--- src/rcs_pkg.sv ---
// Constants shared by the resonant controller operating sequencer.
// Assumes a single 20 MHz clock and synchronous comparator flags.
package rcs_pkg;

	localparam int unsigned CLK_HZ = 20000000;
	// Supply blanking time in microseconds
	localparam int unsigned SUPPLY_BLANK_US = 10;
	localparam int unsigned SUPPLY_BLANK_CYC = (SUPPLY_BLANK_US * (CLK_HZ / 1000000) < 1) ? 1 :
		SUPPLY_BLANK_US * (CLK_HZ / 1000000);
	// Overtemperature blanking time in microseconds
	localparam int unsigned OT_BLANK_US = 5;
	localparam int unsigned OT_BLANK_CYC = (OT_BLANK_US * (CLK_HZ / 1000000) < 1) ? 1 :
		OT_BLANK_US * (CLK_HZ / 1000000);
	// Auto-recovery delay in milliseconds
	localparam int unsigned RECOVERY_DELAY_MS = 1000;
	localparam int unsigned RECOVERY_DELAY_CYC = RECOVERY_DELAY_MS * (CLK_HZ / 1000);

	localparam int CNT_W = 32;
	localparam int OTB_W = 8;
	localparam logic [CNT_W-1:0] CNT_ZERO = 32'h0000_0000;
	localparam logic [CNT_W-1:0] CNT_ONE = 32'h0000_0001;

	typedef enum logic [3:0] {
		RCS_CHARGING,
		RCS_BLANKING,
		RCS_RUNNING,
		RCS_SKIP_IDLE,
		RCS_BROWNOUT_WAIT,
		RCS_FAULT_SELF_SUPPLY,
		RCS_RECOVERY_WAIT,
		RCS_LATCHED_OFF,
		RCS_OFF
	} rcs_state_e;

endpackage : rcs_pkg

--- src/rcs_sequencer.sv ---
// Operating sequencer of a half-bridge resonant converter controller.
// Assumes all comparator flags are already synchronous to clk.
// Overview of operation
// - First turn-on enables bulk monitor, feedback, fault sense and Output_a blocks.
// - Each supply turn-on starts blanking that ignores all fault inputs.
// - Drivers start only after blanking ends with no fault present.
// - Persisting fault after blanking keeps blocks biased under self-supply.
// - Bulk good while waiting leaves self-supply so startup source recharges supply.
// - Bulk loss while running stops drivers and unbiases fault sense block.
// - Output_a output stays high during brown-out wait.
// - Brown-out wait sustains supply with startup source in self-supply mode.
// - Turn-on after brown-out biases fault sense and blanks together, then restarts.
// - Overvoltage/overtemperature input high while running latches off all but feedback and supply management.
// - Latch holds under self-supply until supply drops below release level.
// - Feedback below skip entry at first turn-on withholds start-up.
// - Overload stops switching, keeps feedback and fault logic, self-supplies.
// - Overload starts recovery timer; expiry leaves self-supply so startup source recharges.
// - Recovery turn-on starts supply and fault blanking, then soft-start.
// - Overvoltage after blanking keeps drivers off; clearing starts fresh attempt.
// - Skip threshold switches off all but feedback, including supply management.
// - Skip exit re-enables blocks and drivers without startup source.
// - Each skip burst starts an overtemperature blanking period.
// - Brown-out in skip is ignored; it is acted on once skip exit returns to running.
// - Brown-out wait from skip drives Output_a output at PFC-on level.
// - Supply below turn-off level in skip enters off-mode.
`timescale 1ns/1ps
module rcs_sequencer
	import rcs_pkg::*;
#(
	parameter int unsigned RECOVERY_CYC = RECOVERY_DELAY_CYC
) (
	input wire logic clk,
	input wire logic sys_rst,
	input wire logic supply_above_turn_on,
	input wire logic supply_above_turn_off,
	input wire logic supply_above_release,
	input wire logic bulk_level_good,
	input wire logic fb_below_skip_entry,
	input wire logic fb_above_skip_exit,
	input wire logic overvoltage_overtemp_input,
	input wire logic overload_detect,
	output logic bulk_monitor_en,
	output logic feedback_en,
	output logic fault_sense_en,
	output logic fault_logic_en,
	output logic gate_drivers_en,
	output logic startup_source_en,
	output logic self_supply_mode,
	output logic output_a,
	output logic soft_start,
	output logic ot_blank_active,
	output logic [3:0] seq_state
);

	rcs_state_e state_q;
	rcs_state_e state_d;
	logic on_q;
	logic on_rise;
	logic first_on_q;
	logic blk_start;
	logic blk_busy;
	logic blk_done;
	logic rec_start;
	logic rec_done;
	logic otb_start;
	logic otb_busy;
	logic ot_fault;

	// Turn-on is an event, so only the rising crossing counts
	always_ff @(posedge clk) begin
		if (sys_rst) begin
			on_q <= 1'b0;
		end else begin
			on_q <= supply_above_turn_on;
		end
	end

	assign on_rise = supply_above_turn_on & ~on_q;

	// Set from a supply reset until the converter first runs, so a start
	// withheld for light load stays in brown-out wait until feedback rises
	always_ff @(posedge clk) begin
		if (sys_rst || !supply_above_release) begin
			first_on_q <= 1'b1;
		end else if (state_q == RCS_RUNNING) begin
			first_on_q <= 1'b0;
		end
	end

	assign blk_start = (state_q == RCS_CHARGING) && on_rise;
	assign rec_start = (state_d == RCS_RECOVERY_WAIT) && (state_q != RCS_RECOVERY_WAIT);
	assign otb_start = (state_q == RCS_SKIP_IDLE) && fb_above_skip_exit;

	rcs_timer #(.W(CNT_W)) u_blank (
		.clk(clk),
		.sys_rst(sys_rst),
		.start(blk_start),
		.load(CNT_W'(SUPPLY_BLANK_CYC)),
		.busy(blk_busy),
		.done(blk_done)
	);

	rcs_timer #(.W(CNT_W)) u_recovery (
		.clk(clk),
		.sys_rst(sys_rst),
		.start(rec_start),
		.load(CNT_W'(RECOVERY_CYC)),
		.busy(),
		.done(rec_done)
	);

	// Fault blanking after turn-on and at each burst masks the fault input
	rcs_timer #(.W(CNT_W)) u_ot_blank (
		.clk(clk),
		.sys_rst(sys_rst),
		.start(otb_start | blk_start),
		.load(CNT_W'(OT_BLANK_CYC)),
		.busy(otb_busy),
		.done()
	);

	assign ot_fault = overvoltage_overtemp_input & ~otb_busy;

	// Fault inputs are only looked at outside the blanking window
	always_comb begin
		state_d = state_q;
		case (state_q)
			RCS_OFF: begin
				if (supply_above_release) begin
					state_d = RCS_CHARGING;
				end
			end
			RCS_CHARGING: begin
				if (on_rise) begin
					state_d = RCS_BLANKING;
				end
			end
			RCS_BLANKING: begin
				if (blk_done) begin
					if (!bulk_level_good) begin
						state_d = RCS_BROWNOUT_WAIT;
					end else if (overvoltage_overtemp_input) begin
						state_d = RCS_FAULT_SELF_SUPPLY;
					end else if (first_on_q && fb_below_skip_entry) begin
						state_d = RCS_BROWNOUT_WAIT;
					end else begin
						state_d = RCS_RUNNING;
					end
				end
			end
			RCS_RUNNING: begin
				if (ot_fault) begin
					state_d = RCS_LATCHED_OFF;
				end else if (!bulk_level_good) begin
					state_d = RCS_BROWNOUT_WAIT;
				end else if (overload_detect) begin
					state_d = RCS_RECOVERY_WAIT;
				end else if (fb_below_skip_entry) begin
					state_d = RCS_SKIP_IDLE;
				end
			end
			RCS_SKIP_IDLE: begin
				if (!supply_above_turn_off) begin
					state_d = RCS_OFF;
				end else if (fb_above_skip_exit) begin
					state_d = RCS_RUNNING;
				end
			end
			RCS_BROWNOUT_WAIT: begin
				if (bulk_level_good && !(first_on_q && fb_below_skip_entry)) begin
					state_d = RCS_CHARGING;
				end
			end
			RCS_FAULT_SELF_SUPPLY: begin
				if (!overvoltage_overtemp_input) begin
					state_d = RCS_CHARGING;
				end
			end
			RCS_RECOVERY_WAIT: begin
				if (rec_done) begin
					state_d = RCS_CHARGING;
				end
			end
			RCS_LATCHED_OFF: begin
				if (!supply_above_release) begin
					state_d = RCS_OFF;
				end
			end
			default: begin
				state_d = RCS_OFF;
			end
		endcase
	end

	always_ff @(posedge clk) begin
		if (sys_rst) begin
			state_q <= RCS_OFF;
		end else begin
			state_q <= state_d;
		end
	end

	// Outputs are registered from the next state so they track it with no lag
	always_ff @(posedge clk) begin
		if (sys_rst) begin
			bulk_monitor_en <= 1'b0;
			feedback_en <= 1'b0;
			fault_sense_en <= 1'b0;
			fault_logic_en <= 1'b0;
			gate_drivers_en <= 1'b0;
			startup_source_en <= 1'b0;
			self_supply_mode <= 1'b0;
			output_a <= 1'b0;
			soft_start <= 1'b0;
		end else begin
			bulk_monitor_en <= 1'b0;
			feedback_en <= 1'b0;
			fault_sense_en <= 1'b0;
			fault_logic_en <= 1'b0;
			gate_drivers_en <= 1'b0;
			startup_source_en <= 1'b0;
			self_supply_mode <= 1'b0;
			output_a <= 1'b0;
			soft_start <= 1'b0;
			case (state_d)
				RCS_CHARGING: begin
					startup_source_en <= 1'b1;
					bulk_monitor_en <= ~first_on_q;
					feedback_en <= ~first_on_q;
					output_a <= ~first_on_q;
				end
				RCS_BLANKING: begin
					bulk_monitor_en <= 1'b1;
					feedback_en <= 1'b1;
					fault_sense_en <= 1'b1;
					fault_logic_en <= 1'b1;
					output_a <= 1'b1;
				end
				RCS_RUNNING: begin
					bulk_monitor_en <= 1'b1;
					feedback_en <= 1'b1;
					fault_sense_en <= 1'b1;
					fault_logic_en <= 1'b1;
					gate_drivers_en <= 1'b1;
					output_a <= 1'b1;
					soft_start <= (state_q == RCS_BLANKING);
				end
				RCS_SKIP_IDLE: begin
					feedback_en <= 1'b1;
				end
				RCS_BROWNOUT_WAIT: begin
					bulk_monitor_en <= 1'b1;
					feedback_en <= 1'b1;
					fault_logic_en <= 1'b1;
					self_supply_mode <= 1'b1;
					startup_source_en <= 1'b1;
					output_a <= 1'b1;
				end
				RCS_FAULT_SELF_SUPPLY: begin
					bulk_monitor_en <= 1'b1;
					feedback_en <= 1'b1;
					fault_sense_en <= 1'b1;
					fault_logic_en <= 1'b1;
					self_supply_mode <= 1'b1;
					startup_source_en <= 1'b1;
					output_a <= 1'b1;
				end
				RCS_RECOVERY_WAIT: begin
					feedback_en <= 1'b1;
					fault_logic_en <= 1'b1;
					self_supply_mode <= 1'b1;
					startup_source_en <= 1'b1;
				end
				RCS_LATCHED_OFF: begin
					feedback_en <= 1'b1;
					self_supply_mode <= 1'b1;
					startup_source_en <= 1'b1;
				end
				default: begin
					startup_source_en <= 1'b0;
				end
			endcase
		end
	end

	always_ff @(posedge clk) begin
		if (sys_rst) begin
			ot_blank_active <= 1'b0;
			seq_state <= RCS_OFF;
		end else begin
			ot_blank_active <= otb_busy | otb_start | blk_start;
			seq_state <= state_d;
		end
	end

endmodule : rcs_sequencer

--- src/rcs_timer.sv ---
// One-shot down counter used for blanking and recovery periods.
// Assumes start is a single-cycle pulse on the shared clock.
`timescale 1ns/1ps
module rcs_timer #(
	parameter int W = 32
) (
	input wire logic clk,
	input wire logic sys_rst,
	input wire logic start,
	input wire logic [W-1:0] load,
	output logic busy,
	output logic done
);

	logic [W-1:0] cnt_q;

	// A restart while counting reloads the full period
	always_ff @(posedge clk) begin
		if (sys_rst) begin
			cnt_q <= '0;
			done <= 1'b0;
		end else if (start) begin
			cnt_q <= load;
			done <= 1'b0;
		end else if (cnt_q != '0) begin
			cnt_q <= cnt_q - {{(W-1){1'b0}}, 1'b1};
			done <= (cnt_q == {{(W-1){1'b0}}, 1'b1});
		end else begin
			done <= 1'b0;
		end
	end

	assign busy = (cnt_q != '0);

endmodule : rcs_timer

--- config.mk ---
export PLATFORM = sky130hd
export DESIGN_NAME = rcs_sequencer
export DESIGN_NICKNAME = d
export VERILOG_FILES = /design/src/rcs_pkg.sv /design/src/rcs_sequencer.sv /design/src/rcs_timer.sv
export SDC_FILE = /design/constraint.sdc
export NUM_CORES = 1
export LEC_CHECK = 0
export ABC_CLOCK_PERIOD_IN_PS = 6200
export BUFFER_PORTS_ARGS = -buffer_cell sky130_fd_sc_hd__buf_4
export CORE_MARGIN = 4
export CORE_UTILIZATION = 25
export CTS_BUF_LIST = sky130_fd_sc_hd__clkbuf_16
export DETAILED_ROUTE_END_ITERATION = 8
export PLACE_DENSITY = 0.45
export SLEW_MARGIN = 30
export SYNTH_ARGS = -nofsm -noshare
export SYNTH_HDL_FRONTEND = slang
export SYNTH_HIERARCHICAL = 1
export SYNTH_SLANG_ARGS = --single-unit
--- constraint.sdc ---
create_clock -name clk -period 6.2 [get_ports clk]
set_input_delay 1.55 -clock clk [delete_from_list [all_inputs] [get_ports clk]]
set_output_delay 1.55 -clock clk [all_outputs]
set_load 0.005 [all_outputs]
==> results of run 1 <==
-- stage by stage --
stage / hold slack (ns) / setup WS (ns) / power [W] / util [%] / instance area (sq um)
after global routing: 0.553 / 0.723 / 0.00400 / 30.6 / 7760
after detailed placement: 0.504 / 1.26 / 0.00277 / 28.4 / 7200
final: 0.511 / 1.26 / 0.00370 / 30.6 / 7760
after global placement: 0.501 / 1.38 / 0.00278 / 28.4 / 7200
after CTS: 0.508 / 1.22 / 0.00372 / 30.6 / 7750
after floorplan: 0.448 / 2.67 / 0.00247 / - / 6820
-- cell type report --
cell class                 count  area, sq um  area share [%]
clock buffer                  17          425            5.48
clock inverter                15          121            1.56
inverter                      25         96.3            1.24
multi-input combinational    674         4240            54.7
sequential                   113         2260            29.2
tap                          330          413            5.32
timing repair buffer          26          195            2.52
-- power groups by stage --
stage	logic (W)	clock network [W]	registers, W
4_1_cts	0.00161	0.000947	0.00116
3_3_place_gp	0.00160	0	0.00118
5_1_grt	0.00182	0.000983	0.00119
6_report	0.00162	0.000917	0.00116
3_5_place_dp	0.00160	0	0.00117
2_1_floorplan	0.00136	0	0.00111
-- placed cells by master, fill, tap and decap left out, drive strengths merged, types with 26 or more instances in the layout --
cell type	count
or4	26
buf	26
nor4	33
xor2	30
nand3	29
conb	96
nand2	76
dfxtp	113
nor3	32
xnor2	29
inv	29
nor2	67
o21ai	50
-- flip-flops by register name, indices dropped and copies added (netlist names), 4 cells and up --
name and cells:
seq_state 4, u_recovery/cnt_q 32, u_ot_blank/cnt_q 32, u_blank/cnt_q 32
-- final timing paths --
path / from / endpoint
worst max register to register: u_ot_blank/cnt_q[12] / u_recovery/cnt_q[21]
worst max-delay path: u_ot_blank/cnt_q[12] / u_recovery/cnt_q[21]
worst min-delay path: u_recovery/cnt_q[3] / u_recovery/cnt_q[3]
worst min register to register: u_recovery/cnt_q[3] / u_recovery/cnt_q[3]
-- layer usage --
layer / share of wire (%) / track usage (%) / vias to the layer above
li1: - / - / 2926
met1: 52 / 17.7 / 2613
met2: 44 / 18.9 / 78
met3: 2.9 / 2.94 / 15
met4: 1.5 / 3.92 / 0
met5: 0 / 0 / -
-- worst reg2reg max path: stages (launching register included) --
cell                        delay (ns)
sky130_fd_sc_hd__dfxtp_1          0.35
sky130_fd_sc_hd__or4_4            0.58
sky130_fd_sc_hd__nor4_4           0.63
sky130_fd_sc_hd__and3_1           0.54
sky130_fd_sc_hd__inv_4            0.13
sky130_fd_sc_hd__nor2b_1          0.22
sky130_fd_sc_hd__o21ai_1          0.10
sky130_fd_sc_hd__and3b_1          0.23
sky130_fd_sc_hd__and2_1           0.26
sky130_fd_sc_hd__a2111oi_4        0.73
sky130_fd_sc_hd__inv_1            0.49
sky130_fd_sc_hd__nor2_1           0.20
sky130_fd_sc_hd__buf_4            0.26
sky130_fd_sc_hd__nand2_1          0.08
sky130_fd_sc_hd__o21ai_0          0.07
==> impl_results.md, run 1 <==
- Combinational share of power: 43.8%
- Overall overflow remaining after global route: 0
- WL/cell: 14.4 um
- Final number of setup-violating endpoints: 0
- Core area: 25300 sq um
- Global router's overall resource usage: 12.5%
- Latest clock arrival within the worst-skew pair: 0.42 ns
- Pre-Repair DR Iteration Count: 5
- Minimum clock period: 4.94 ns
- Critical path fanouts, max: 20
- Fillcell total: 2707
- IR Drop Worst-Case VDD: 234 uV
- Clock root buffer master: sky130_fd_sc_hd__clkbuf_16
- Worst Skew: 0.0125 ns
- Power per Cell Area: 477 nW/um^2
- Routed via count: 5632
- Setup repair after global routing missed its margin: no
- DRC violation total after the first TritonRoute iteration: 395
- Flop-to-flop setup slack: 1.26 ns
- CTS HTree Levels: 4
- Relative area change from synthesis to final layout: 19.9%
- Switching Share: 42.9%
- Maximum number of pins on one net before global-route repair: 35
- Clock-pin slew on the worst setup and hold paths: 0.06 ns
- Cell count of the worst hold path: 2
- Critical path start-end classification: flop to flop
- Area of the die: 28500 sq um
- Initial standard-cell utilization of the core: 25.5%
- CTS sink cnt: 113
- DP Wirelength: 11700 um
- Post-CTS Setup Bufs: 0
- Part of the total power dissipated in sequential elements: 31.4%
- Endpoint type of the worst setup path: flop
- Type of element launching the critical path: flop
- Global-route wire length before repair: 28800 um
- Global placer's final weighted congestion: 0.781
- Mean area per synthesized cell: 8.49 sq um
- Leakage power of the design: 2.84 nW
- Sum Neg Setup Slack: 0 ns
- Post-DR vias/cell: 4.69
- Number of max-cap violations: 0
- Slew headroom: 41.6%
- Cell type of the slowest stage on the worst timing path: sky130_fd_sc_hd__a2111oi_4
- Cell Count Post-Placement: 1168
- Number of gates resized after cts: 0
- Antenna diode count: 0
- Worst stage delay on the critical path: 0.73 ns
- Final period utilization: 79.6%
- Fmax: 203 MHz
- DIE WIDTH: 169 um
- Critical path data arrival time: 5.28 ns
- TritonCTS clock tree: done
- Buffers on Ports: 23
- Outcome: finished clean
- Top Family by Delay on Critical Path: simple AND/OR/NAND/NOR gates
- WL final: 17200 um
- Vertical die dimension: 169 um
- Cell-internal power: 0.00211 W
- Final Non-Filler Cells: 1200
- Transition time of the tightest slew-check pin: 0.871 ns
- Count of nets left with antenna violations after detail routing: 0
- Post-synthesis instance area: 6470 sq um
- Number of clock buffers inserted by TritonCTS: 17
- Worst path depth: 14
- Number of nets in the layout: 872
- Count of cells along the worst register-to-register path: 14
- Buffers and inverters on the worst path: 3
- Number of placement rows: 58
- CTS Hold Buffers Added: 0
- Count of endpoints failing hold in the final timing report: 0
- Vias in the first global route: 5351
- Worst hold path class: flop to flop
- Number of antenna violations at the first check in global routing: 0
- Max Slew Vio Count: 0
- Yosys warning count: 6
- Clock Power Share: 24.8%
- Worst path cell trace: or4_4 -> nor4_4 -> and3_1 -> inv_4 -> nor2b_1 -> o21ai_1 -> and3b_1 -> and2_1 -> a2111oi_4 -> inv_1 -> nor2_1 -> buf_4 -> nand2_1 -> o21ai_0
- Switching power: 0.00159 W
- Drc violations: 0
- Data required time at the worst endpoint: 6.54 ns
- Gate Count Post-Synth: 762
- Maximum count of clock buffers along a single path: 2
- Total I/O pin count: 24
- Fraction of final layout cells sized beyond drive strength 1: 12.8%
Note: power is estimated with default switching activity, not from simulation.
==> inputs of run 2 (changes only) <==
--- a/config.mk
+++ b/config.mk
@@ -5,13 +5,13 @@
 export SDC_FILE = /design/constraint.sdc
 export NUM_CORES = 1
 export LEC_CHECK = 0
-export ABC_CLOCK_PERIOD_IN_PS = 6200
+export ABC_CLOCK_PERIOD_IN_PS = 4000
 export BUFFER_PORTS_ARGS = -buffer_cell sky130_fd_sc_hd__buf_4
 export CORE_MARGIN = 4
 export CORE_UTILIZATION = 25
 export CTS_BUF_LIST = sky130_fd_sc_hd__clkbuf_16
 export DETAILED_ROUTE_END_ITERATION = 8
-export PLACE_DENSITY = 0.45
+export PLACE_DENSITY = 0.46
 export SLEW_MARGIN = 30
 export SYNTH_ARGS = -nofsm -noshare
 export SYNTH_HDL_FRONTEND = slang
==> constraint.sdc (replaced) <==
create_clock -name clk -period 4 [get_ports clk]
set_input_delay 1 -clock clk [delete_from_list [all_inputs] [get_ports clk]]
set_output_delay 1 -clock clk [all_outputs]
set_load 0.005 [all_outputs]
==> run 2 against run 1 <==
  * First-iteration DRC count shrank 22%
  * Global-route usage up 0.082 points
  * Count of clock-buffer cells in the layout did not move
  * Combinational power up 60%
  * Non-clock buffer count up 17
  * Core utilization increased by 0.63 points
  * Sequential cell count did not move
==> impl_results.md, run 2 (same netlist as run 1, synthesis figures left out) <==
- Flop-to-flop setup slack: 0.32 ns (-0.95 ns)
- Worst Skew: 0.0165 ns (+0.00403 ns)
- Buffers on Ports: 23 (unchanged)
- Clock root buffer master: sky130_fd_sc_hd__clkbuf_16
- Outcome: finished clean
- Pre-Repair DR Iteration Count: 5 (unchanged)
- Endpoint of the worst register-to-register path: u_recovery/cnt_q[13]
- Routed via count: 5640 (+0.14%)
- Initial standard-cell utilization of the core: 25.5% (unchanged)
- Total I/O pin count: 24 (unchanged)
- Area of the multi-input gates: 4250 sq um (about the same)
- Transition time of the tightest slew-check pin: 0.864 ns (-0.00692 ns)
- Max Slew Vio Count: 0 (unchanged)
- Post-placement setup slack: 0.193 ns (-1.07 ns)
- Count of endpoints failing hold in the final timing report: 0 (unchanged)
- Critical path fanouts, max: 14 (-30%)
- Timing startpoint of the critical path: u_ot_blank/cnt_q[24]
- DP Wirelength: 11800 um (+0.63%)
- Latest clock arrival within the worst-skew pair: 0.42 ns (about the same)
- Leakage power of the design: 2.92 nW (+3.0%)
- CTS HTree Levels: 4 (unchanged)
- Slew headroom: 41.9% (+0.30 points)
- Number of clock buffers inserted by TritonCTS: 17 (unchanged)
- Critical path data arrival time: 4.04 ns (-1.24 ns)
- Number of nets in the layout: 889 (+1.9%)
- Worst Hold Path EP: u_ot_blank/cnt_q[3]
- WL final: 17200 um (-0.47%)
- Count of nets left with antenna violations after detail routing: 0 (unchanged)
- WL/cell: 14.1 um (-1.9%)
- Launch point of the worst hold path: u_ot_blank/cnt_q[3]
- Core area: 25300 sq um (unchanged)
- Fmax: 272 MHz (+34%)
- Global-route wire length before repair: 29000 um (+0.98%)
- Type of element launching the critical path: flop
- Antenna diode count: 0 (unchanged)
- Drc violations: 0 (unchanged)
- Commonest cells after routing, fill and taps aside: sky130_fd_sc_hd__dfxtp_1, sky130_fd_sc_hd__conb_1, sky130_fd_sc_hd__nand2_1, sky130_fd_sc_hd__nor2_1, sky130_fd_sc_hd__buf_4
- Global placer's final weighted congestion: 0.794 (+1.7%)
- Worst hold slack: 0.505 ns (-0.00636 ns)
- DRC violation total after the first TritonRoute iteration: 309 (-22%)
- Critical path start-end classification: flop to flop
- Maximum count of clock buffers along a single path: 2 (unchanged)
- Cell count of the worst hold path: 2 (unchanged)
- Global router's overall resource usage: 12.6% (+0.082 points)
- Count of cells along the worst register-to-register path: 13 (-1)
- Minimum clock period: 3.68 ns (-1.25 ns)
- Source of the worst register-to-register timing path: u_ot_blank/cnt_q[24]
- Sum Neg Setup Slack: 0 ns (unchanged)
- Final number of setup-violating endpoints: 0 (unchanged)
- Post-DR vias/cell: 4.63 (-1.3%)
- Worst hold path class: flop to flop
- Number of placement rows: 58 (unchanged)
- TritonCTS clock tree: done
- Maximum number of pins on one net before global-route repair: 34 (-2.9%)
- Setup repair after global routing missed its margin: no
- Clock-pin slew on the worst setup and hold paths: 0.06 ns (about the same)
- Vertical die dimension: 169 um (unchanged)
- Final WS setup: 0.317 ns (-0.947 ns)
- Power per Cell Area: 742 nW/um^2 (+56%)
- Number of antenna violations at the first check in global routing: 1 (+1)
- IR Drop Worst-Case VDD: 231 uV (-1.2%)
- Number of max-cap violations: 0 (unchanged)
- Relative area change from synthesis to final layout: 22.4%
- CTS sink cnt: 113 (unchanged)
- CTS Hold Buffers Added: 0 (unchanged)
- Final total power: 0.00587 W (+59%)
- Final period utilization: 92.1% (+12 points)
- Commonest non-fill, non-tap cell in the layout: sky130_fd_sc_hd__dfxtp_1
- Largest registers: u_blank/cnt_q (32), u_ot_blank/cnt_q (32), u_recovery/cnt_q (32)
- Overall overflow remaining after global route: 0 (unchanged)
- Vias in the first global route: 5415 (+1.2%)
- Fraction of final layout cells sized beyond drive strength 1: 14.8% (+2.0 points)
- Fillcell total: 2638 (-2.5%)
- DIE WIDTH: 169 um (unchanged)
- Data required time at the worst endpoint: 4.36 ns (-2.18 ns)
- Area of the die: 28500 sq um (unchanged)
- Endpoint type of the worst setup path: flop
- Sequential cell area in the final layout: 2260 sq um (unchanged)
-- run 2: worst max path at each step --
stage                                 to  slack, ns  cells after the start
floorplan           u_recovery/cnt_q[13]       0.55                     17
global placement    u_recovery/cnt_q[13]       0.19                     12
detailed placement  u_recovery/cnt_q[13]       0.19                     12
CTS                 u_recovery/cnt_q[13]       0.16                     12
global route        u_recovery/cnt_q[21]       0.03                     14
finish              u_recovery/cnt_q[13]       0.32                     13
-- run 2: final cells by class --
type,count,area share [%]
multi-input cells,674,53.6
flip-flops and latches,113,28.6
clock buffers,17,5.37
well taps,330,5.22
repair buffers,43,4.08
clock inverters,15,1.85
inverters,25,1.26
-- run 2: power by group --
| group | internal (W) | switching [W] | leakage [nW] | total (W) |
|---|---|---|---|---|
| combinational | 0.00106 | 0.00154 | 1.72 | 0.00260 |
| sequential | 0.00143 | 0.000369 | 0.926 | 0.00180 |
| clock | 0.000909 | 0.000563 | 0.274 | 0.00147 |
-- run 2: through the flow --
stage | instances | instance area, sq um | utilization, %
6_report | 1217 | 7920 | 31.3
5_1_grt | 1217 | 7920 | 31.3
4_1_cts | 1213 | 7870 | 31.1
3_5_place_dp | 1181 | 7300 | 28.8
3_3_place_gp | 1181 | 7300 | 28.8
2_1_floorplan | 856 | 6820 | -
-- run 2: metal layers --
layer	share of wire (%)	global-route usage, %
met5	0	0
met4	1.8	4.76
met3	2.5	2.43
met2	44	18.9
met1	52	17.9
-- run 2: worst max-delay path, stage by stage, from the launching register on --
cell                        delay, ns
sky130_fd_sc_hd__dfxtp_1         0.34
sky130_fd_sc_hd__or4_1           0.61
sky130_fd_sc_hd__and3b_1         0.28
sky130_fd_sc_hd__and3_1          0.23
sky130_fd_sc_hd__inv_4           0.09
sky130_fd_sc_hd__nor2b_1         0.21
sky130_fd_sc_hd__o21ai_0         0.21
sky130_fd_sc_hd__nand2_4         0.16
sky130_fd_sc_hd__a2111oi_4       0.08
sky130_fd_sc_hd__buf_4           0.17
sky130_fd_sc_hd__nor2_2          0.39
sky130_fd_sc_hd__o31ai_4         0.26
sky130_fd_sc_hd__or4_1           0.52
sky130_fd_sc_hd__nand3_1         0.08
-- run 2: timing repair --
action | CTS | global route
setup endpoints to repair | 0 | 8
gates resized for setup | 0 | 2
endpoints found under the hold margin | 0 | 0
buffers inserted | 0 | 4
==> inputs of run 3 (changes only) <==
--- a/config.mk
+++ b/config.mk
@@ -5,13 +5,14 @@
 export SDC_FILE = /design/constraint.sdc
 export NUM_CORES = 1
 export LEC_CHECK = 0
-export ABC_CLOCK_PERIOD_IN_PS = 4000
-export BUFFER_PORTS_ARGS = -buffer_cell sky130_fd_sc_hd__buf_4
+export ABC_CLOCK_PERIOD_IN_PS = 4200
 export CORE_MARGIN = 4
 export CORE_UTILIZATION = 25
 export CTS_BUF_LIST = sky130_fd_sc_hd__clkbuf_16
 export DETAILED_ROUTE_END_ITERATION = 8
-export PLACE_DENSITY = 0.46
+export DONT_BUFFER_PORTS = 1
+export GPL_ROUTABILITY_DRIVEN = 0
+export PLACE_DENSITY = 0.44
 export SLEW_MARGIN = 30
 export SYNTH_ARGS = -nofsm -noshare
 export SYNTH_HDL_FRONTEND = slang
==> constraint.sdc (replaced) <==
create_clock -name clk -period 4.2 [get_ports clk]
set_input_delay 1.05 -clock clk [delete_from_list [all_inputs] [get_ports clk]]
set_output_delay 1.05 -clock clk [all_outputs]
set_load 0.005 [all_outputs]
==> run 3 against run 2 <==
  * Die area is the same
  * Worst setup slack lost 0.026 ns
  * Worst hold slack gained 0.0015 ns
  * First-iteration DRC count shrank 6.1%
  * Clock power is essentially flat
  * Critical endpoint unchanged
==> impl_results.md, run 3 (same netlist as run 1, synthesis figures left out) <==
- Final period utilization: 93.1% (+1.0 points)
- Type of element launching the critical path: flop
- Total I/O pin count: 24 (unchanged)
- Sequential cell area in the final layout: 2260 sq um (unchanged)
- Area after DPL: 7100 sq um (-2.7%)
- Worst hold path class: flop to flop
- Drc violations: 0 (unchanged)
- Cell type of the slowest stage on the worst timing path: sky130_fd_sc_hd__or4_1
- Data required time at the worst endpoint: 4.50 ns (+0.14 ns)
- Routed via count: 5536 (-1.8%)
- Latest clock arrival within the worst-skew pair: 0.42 ns (about the same)
- Clock-pin slew on the worst setup and hold paths: 0.06 ns (about the same)
- DP Wirelength: 11800 um (+0.28%)
- Number of clock buffers inserted by TritonCTS: 17 (unchanged)
- Critical path fanouts, max: 14 (unchanged)
- Maximum number of pins on one net before global-route repair: 58 (+71%)
- Number of antenna violations at the first check in global routing: 0 (-1)
- Clock root buffer master: sky130_fd_sc_hd__clkbuf_16
- Fraction of final layout cells sized beyond drive strength 1: 12.2% (-2.6 points)
- WL final: 17400 um (+1.3%)
- Minimum clock period: 3.91 ns (+0.226 ns)
- Overall overflow remaining after global route: 0 (unchanged)
- WL/cell: 14.6 um (+3.5%)
- Global router's overall resource usage: 12.7% (+0.12 points)
- Post-route standard cell area excluding fillers: 7730 sq um (-2.4%)
- Global-route wire length before repair: 29200 um (+0.62%)
- Final total power: 0.00562 W (-4.3%)
- Worst stage delay on the critical path: 0.61 ns (about the same)
- Setup repair after global routing missed its margin: no
- Slew headroom: 34.7% (-7.2 points)
- Power per Cell Area: 728 nW/um^2 (-2.0%)
- Max Slew Vio Count: 0 (unchanged)
- Worst Skew: 0.0104 ns (-0.00619 ns)
- Worst path cell trace: or4_1 -> and3b_1 -> and3_1 -> inv_4 -> nor2b_1 -> o21ai_1 -> and3b_1 -> and2_1 -> a2111oi_4 -> nor2_1 -> o31ai_2 -> or4_1 -> nand3_1
- Fmax: 256 MHz (-5.8%)
- Buffers on Ports: 0 (-100%)
- CTS HTree Levels: 4 (unchanged)
- Initial standard-cell utilization of the core: 25.5% (unchanged)
- Critical path data arrival time: 4.21 ns (+0.17 ns)
- Sum Neg Setup Slack: 0 ns (unchanged)
- Vertical die dimension: 169 um (unchanged)
- DRC violation total after the first TritonRoute iteration: 290 (-6.1%)
- Transition time of the tightest slew-check pin: 0.971 ns (+0.107 ns)
- Relative area change from synthesis to final layout: 19.5%
- Worst hold slack: 0.506 ns (+0.00148 ns)
- CTS Hold Buffers Added: 0 (unchanged)
- Vias in the first global route: 5412 (-0.055%)
- Core area: 25300 sq um (unchanged)
- DIE WIDTH: 169 um (unchanged)
- Final number of setup-violating endpoints: 0 (unchanged)
- Maximum count of clock buffers along a single path: 2 (unchanged)
- CTS sink cnt: 113 (unchanged)
- Antenna diode count: 0 (unchanged)
- Number of nets in the layout: 863 (-2.9%)
- Leakage power of the design: 2.80 nW (-4.3%)
- Commonest non-fill, non-tap cell in the layout: sky130_fd_sc_hd__dfxtp_1
- Count of nets left with antenna violations after detail routing: 0 (unchanged)
- Pre-Repair DR Iteration Count: 4 (-1)
- Post-DR vias/cell: 4.65 (+0.30%)
- Count of endpoints failing hold in the final timing report: 0 (unchanged)
- Outcome: finished clean
- Endpoint type of the worst setup path: flop
- Largest registers: u_blank/cnt_q (32), u_ot_blank/cnt_q (32), u_recovery/cnt_q (32)
- IR Drop Worst-Case VDD: 296 uV (+28%)
- TritonCTS clock tree: done
- Fillcell total: 2692 (+2.0%)
- Number of placement rows: 58 (unchanged)
- Critical path start-end classification: flop to flop
- Commonest cells after routing, fill and taps aside: sky130_fd_sc_hd__dfxtp_1, sky130_fd_sc_hd__conb_1, sky130_fd_sc_hd__nand2_1, sky130_fd_sc_hd__nor2_1, sky130_fd_sc_hd__xor2_1
- Area of the multi-input gates: 4240 sq um (about the same)
- Area of the die: 28500 sq um (unchanged)
- Number of max-cap violations: 0 (unchanged)
## run 3: changes by cell type in the layout (fill, tap and decap cells not counted), moves of 2 or more
cell and change:
sky130_fd_sc_hd__clkinvlp_4 -2, sky130_fd_sc_hd__inv_1 -2, sky130_fd_sc_hd__buf_4 -26, sky130_fd_sc_hd__inv_6 +3
## run 3: power breakdown
part / switching [W] / internal [W]
logic: 0.00146 / 0.00100
clock network: 0.000563 / 0.000877
registers: 0.000356 / 0.00136
total: 0.00238 / 0.00324
## run 3: layer usage
layer	GRT usage [%]	part of all wire, %	up-vias
li1	-	-	2912
met1	17.0	50	2551
met2	19.9	45	53
met3	3.22	3.9	20
met4	4.55	1.5	0
met5	0	0	-
## run 3: final timing paths
kind                                      startpoint                   end  slack, ns  cells past startpoint
worst min register to register   u_recovery/cnt_q[3]   u_recovery/cnt_q[3]       0.51                      2
worst min-delay path             u_recovery/cnt_q[3]   u_recovery/cnt_q[3]       0.51                      2
worst max-delay path            u_ot_blank/cnt_q[24]  u_recovery/cnt_q[13]       0.29                     13
worst max register to register  u_ot_blank/cnt_q[24]  u_recovery/cnt_q[13]       0.29                     13
## run 3: per-stage QoR
| stage | util (%) | instances | worst slack [ns] |
|---|---|---|---|
| floorplan | - | 856 | 0.746 |
| global placement | 28.0 | 1155 | 0.394 |
| detailed placement | 28.0 | 1155 | 0.327 |
| CTS | 30.3 | 1187 | 0.306 |
| global route | 30.5 | 1191 | 0.00846 |
| finish | 30.5 | 1191 | 0.291 |
## run 3: timing repair
action / in CTS / in global routing
setup endpoints to repair: 0 / 1
buffers inserted: 0 / 4
gates resized for setup: 0 / 1
## run 3: cell type report
class                           instances  area share (%)
Timing Repair Buffer                   17            1.65
Sequential cell                       113            29.3
Tap cell                              330            5.34
Multi-Input combinational cell        674            54.9
Clock inverter                         15            2.04
Clock buffer                           17            5.50
Inverter                               25            1.30
## run 3: worst max-delay path, delay by kind of cell (launching register included)
family / cells / cell delay [ns]
simple gates: 9 / 2.39
buf+inv: 1 / 0.09
compound gates: 3 / 0.97
flops: 1 / 0.34
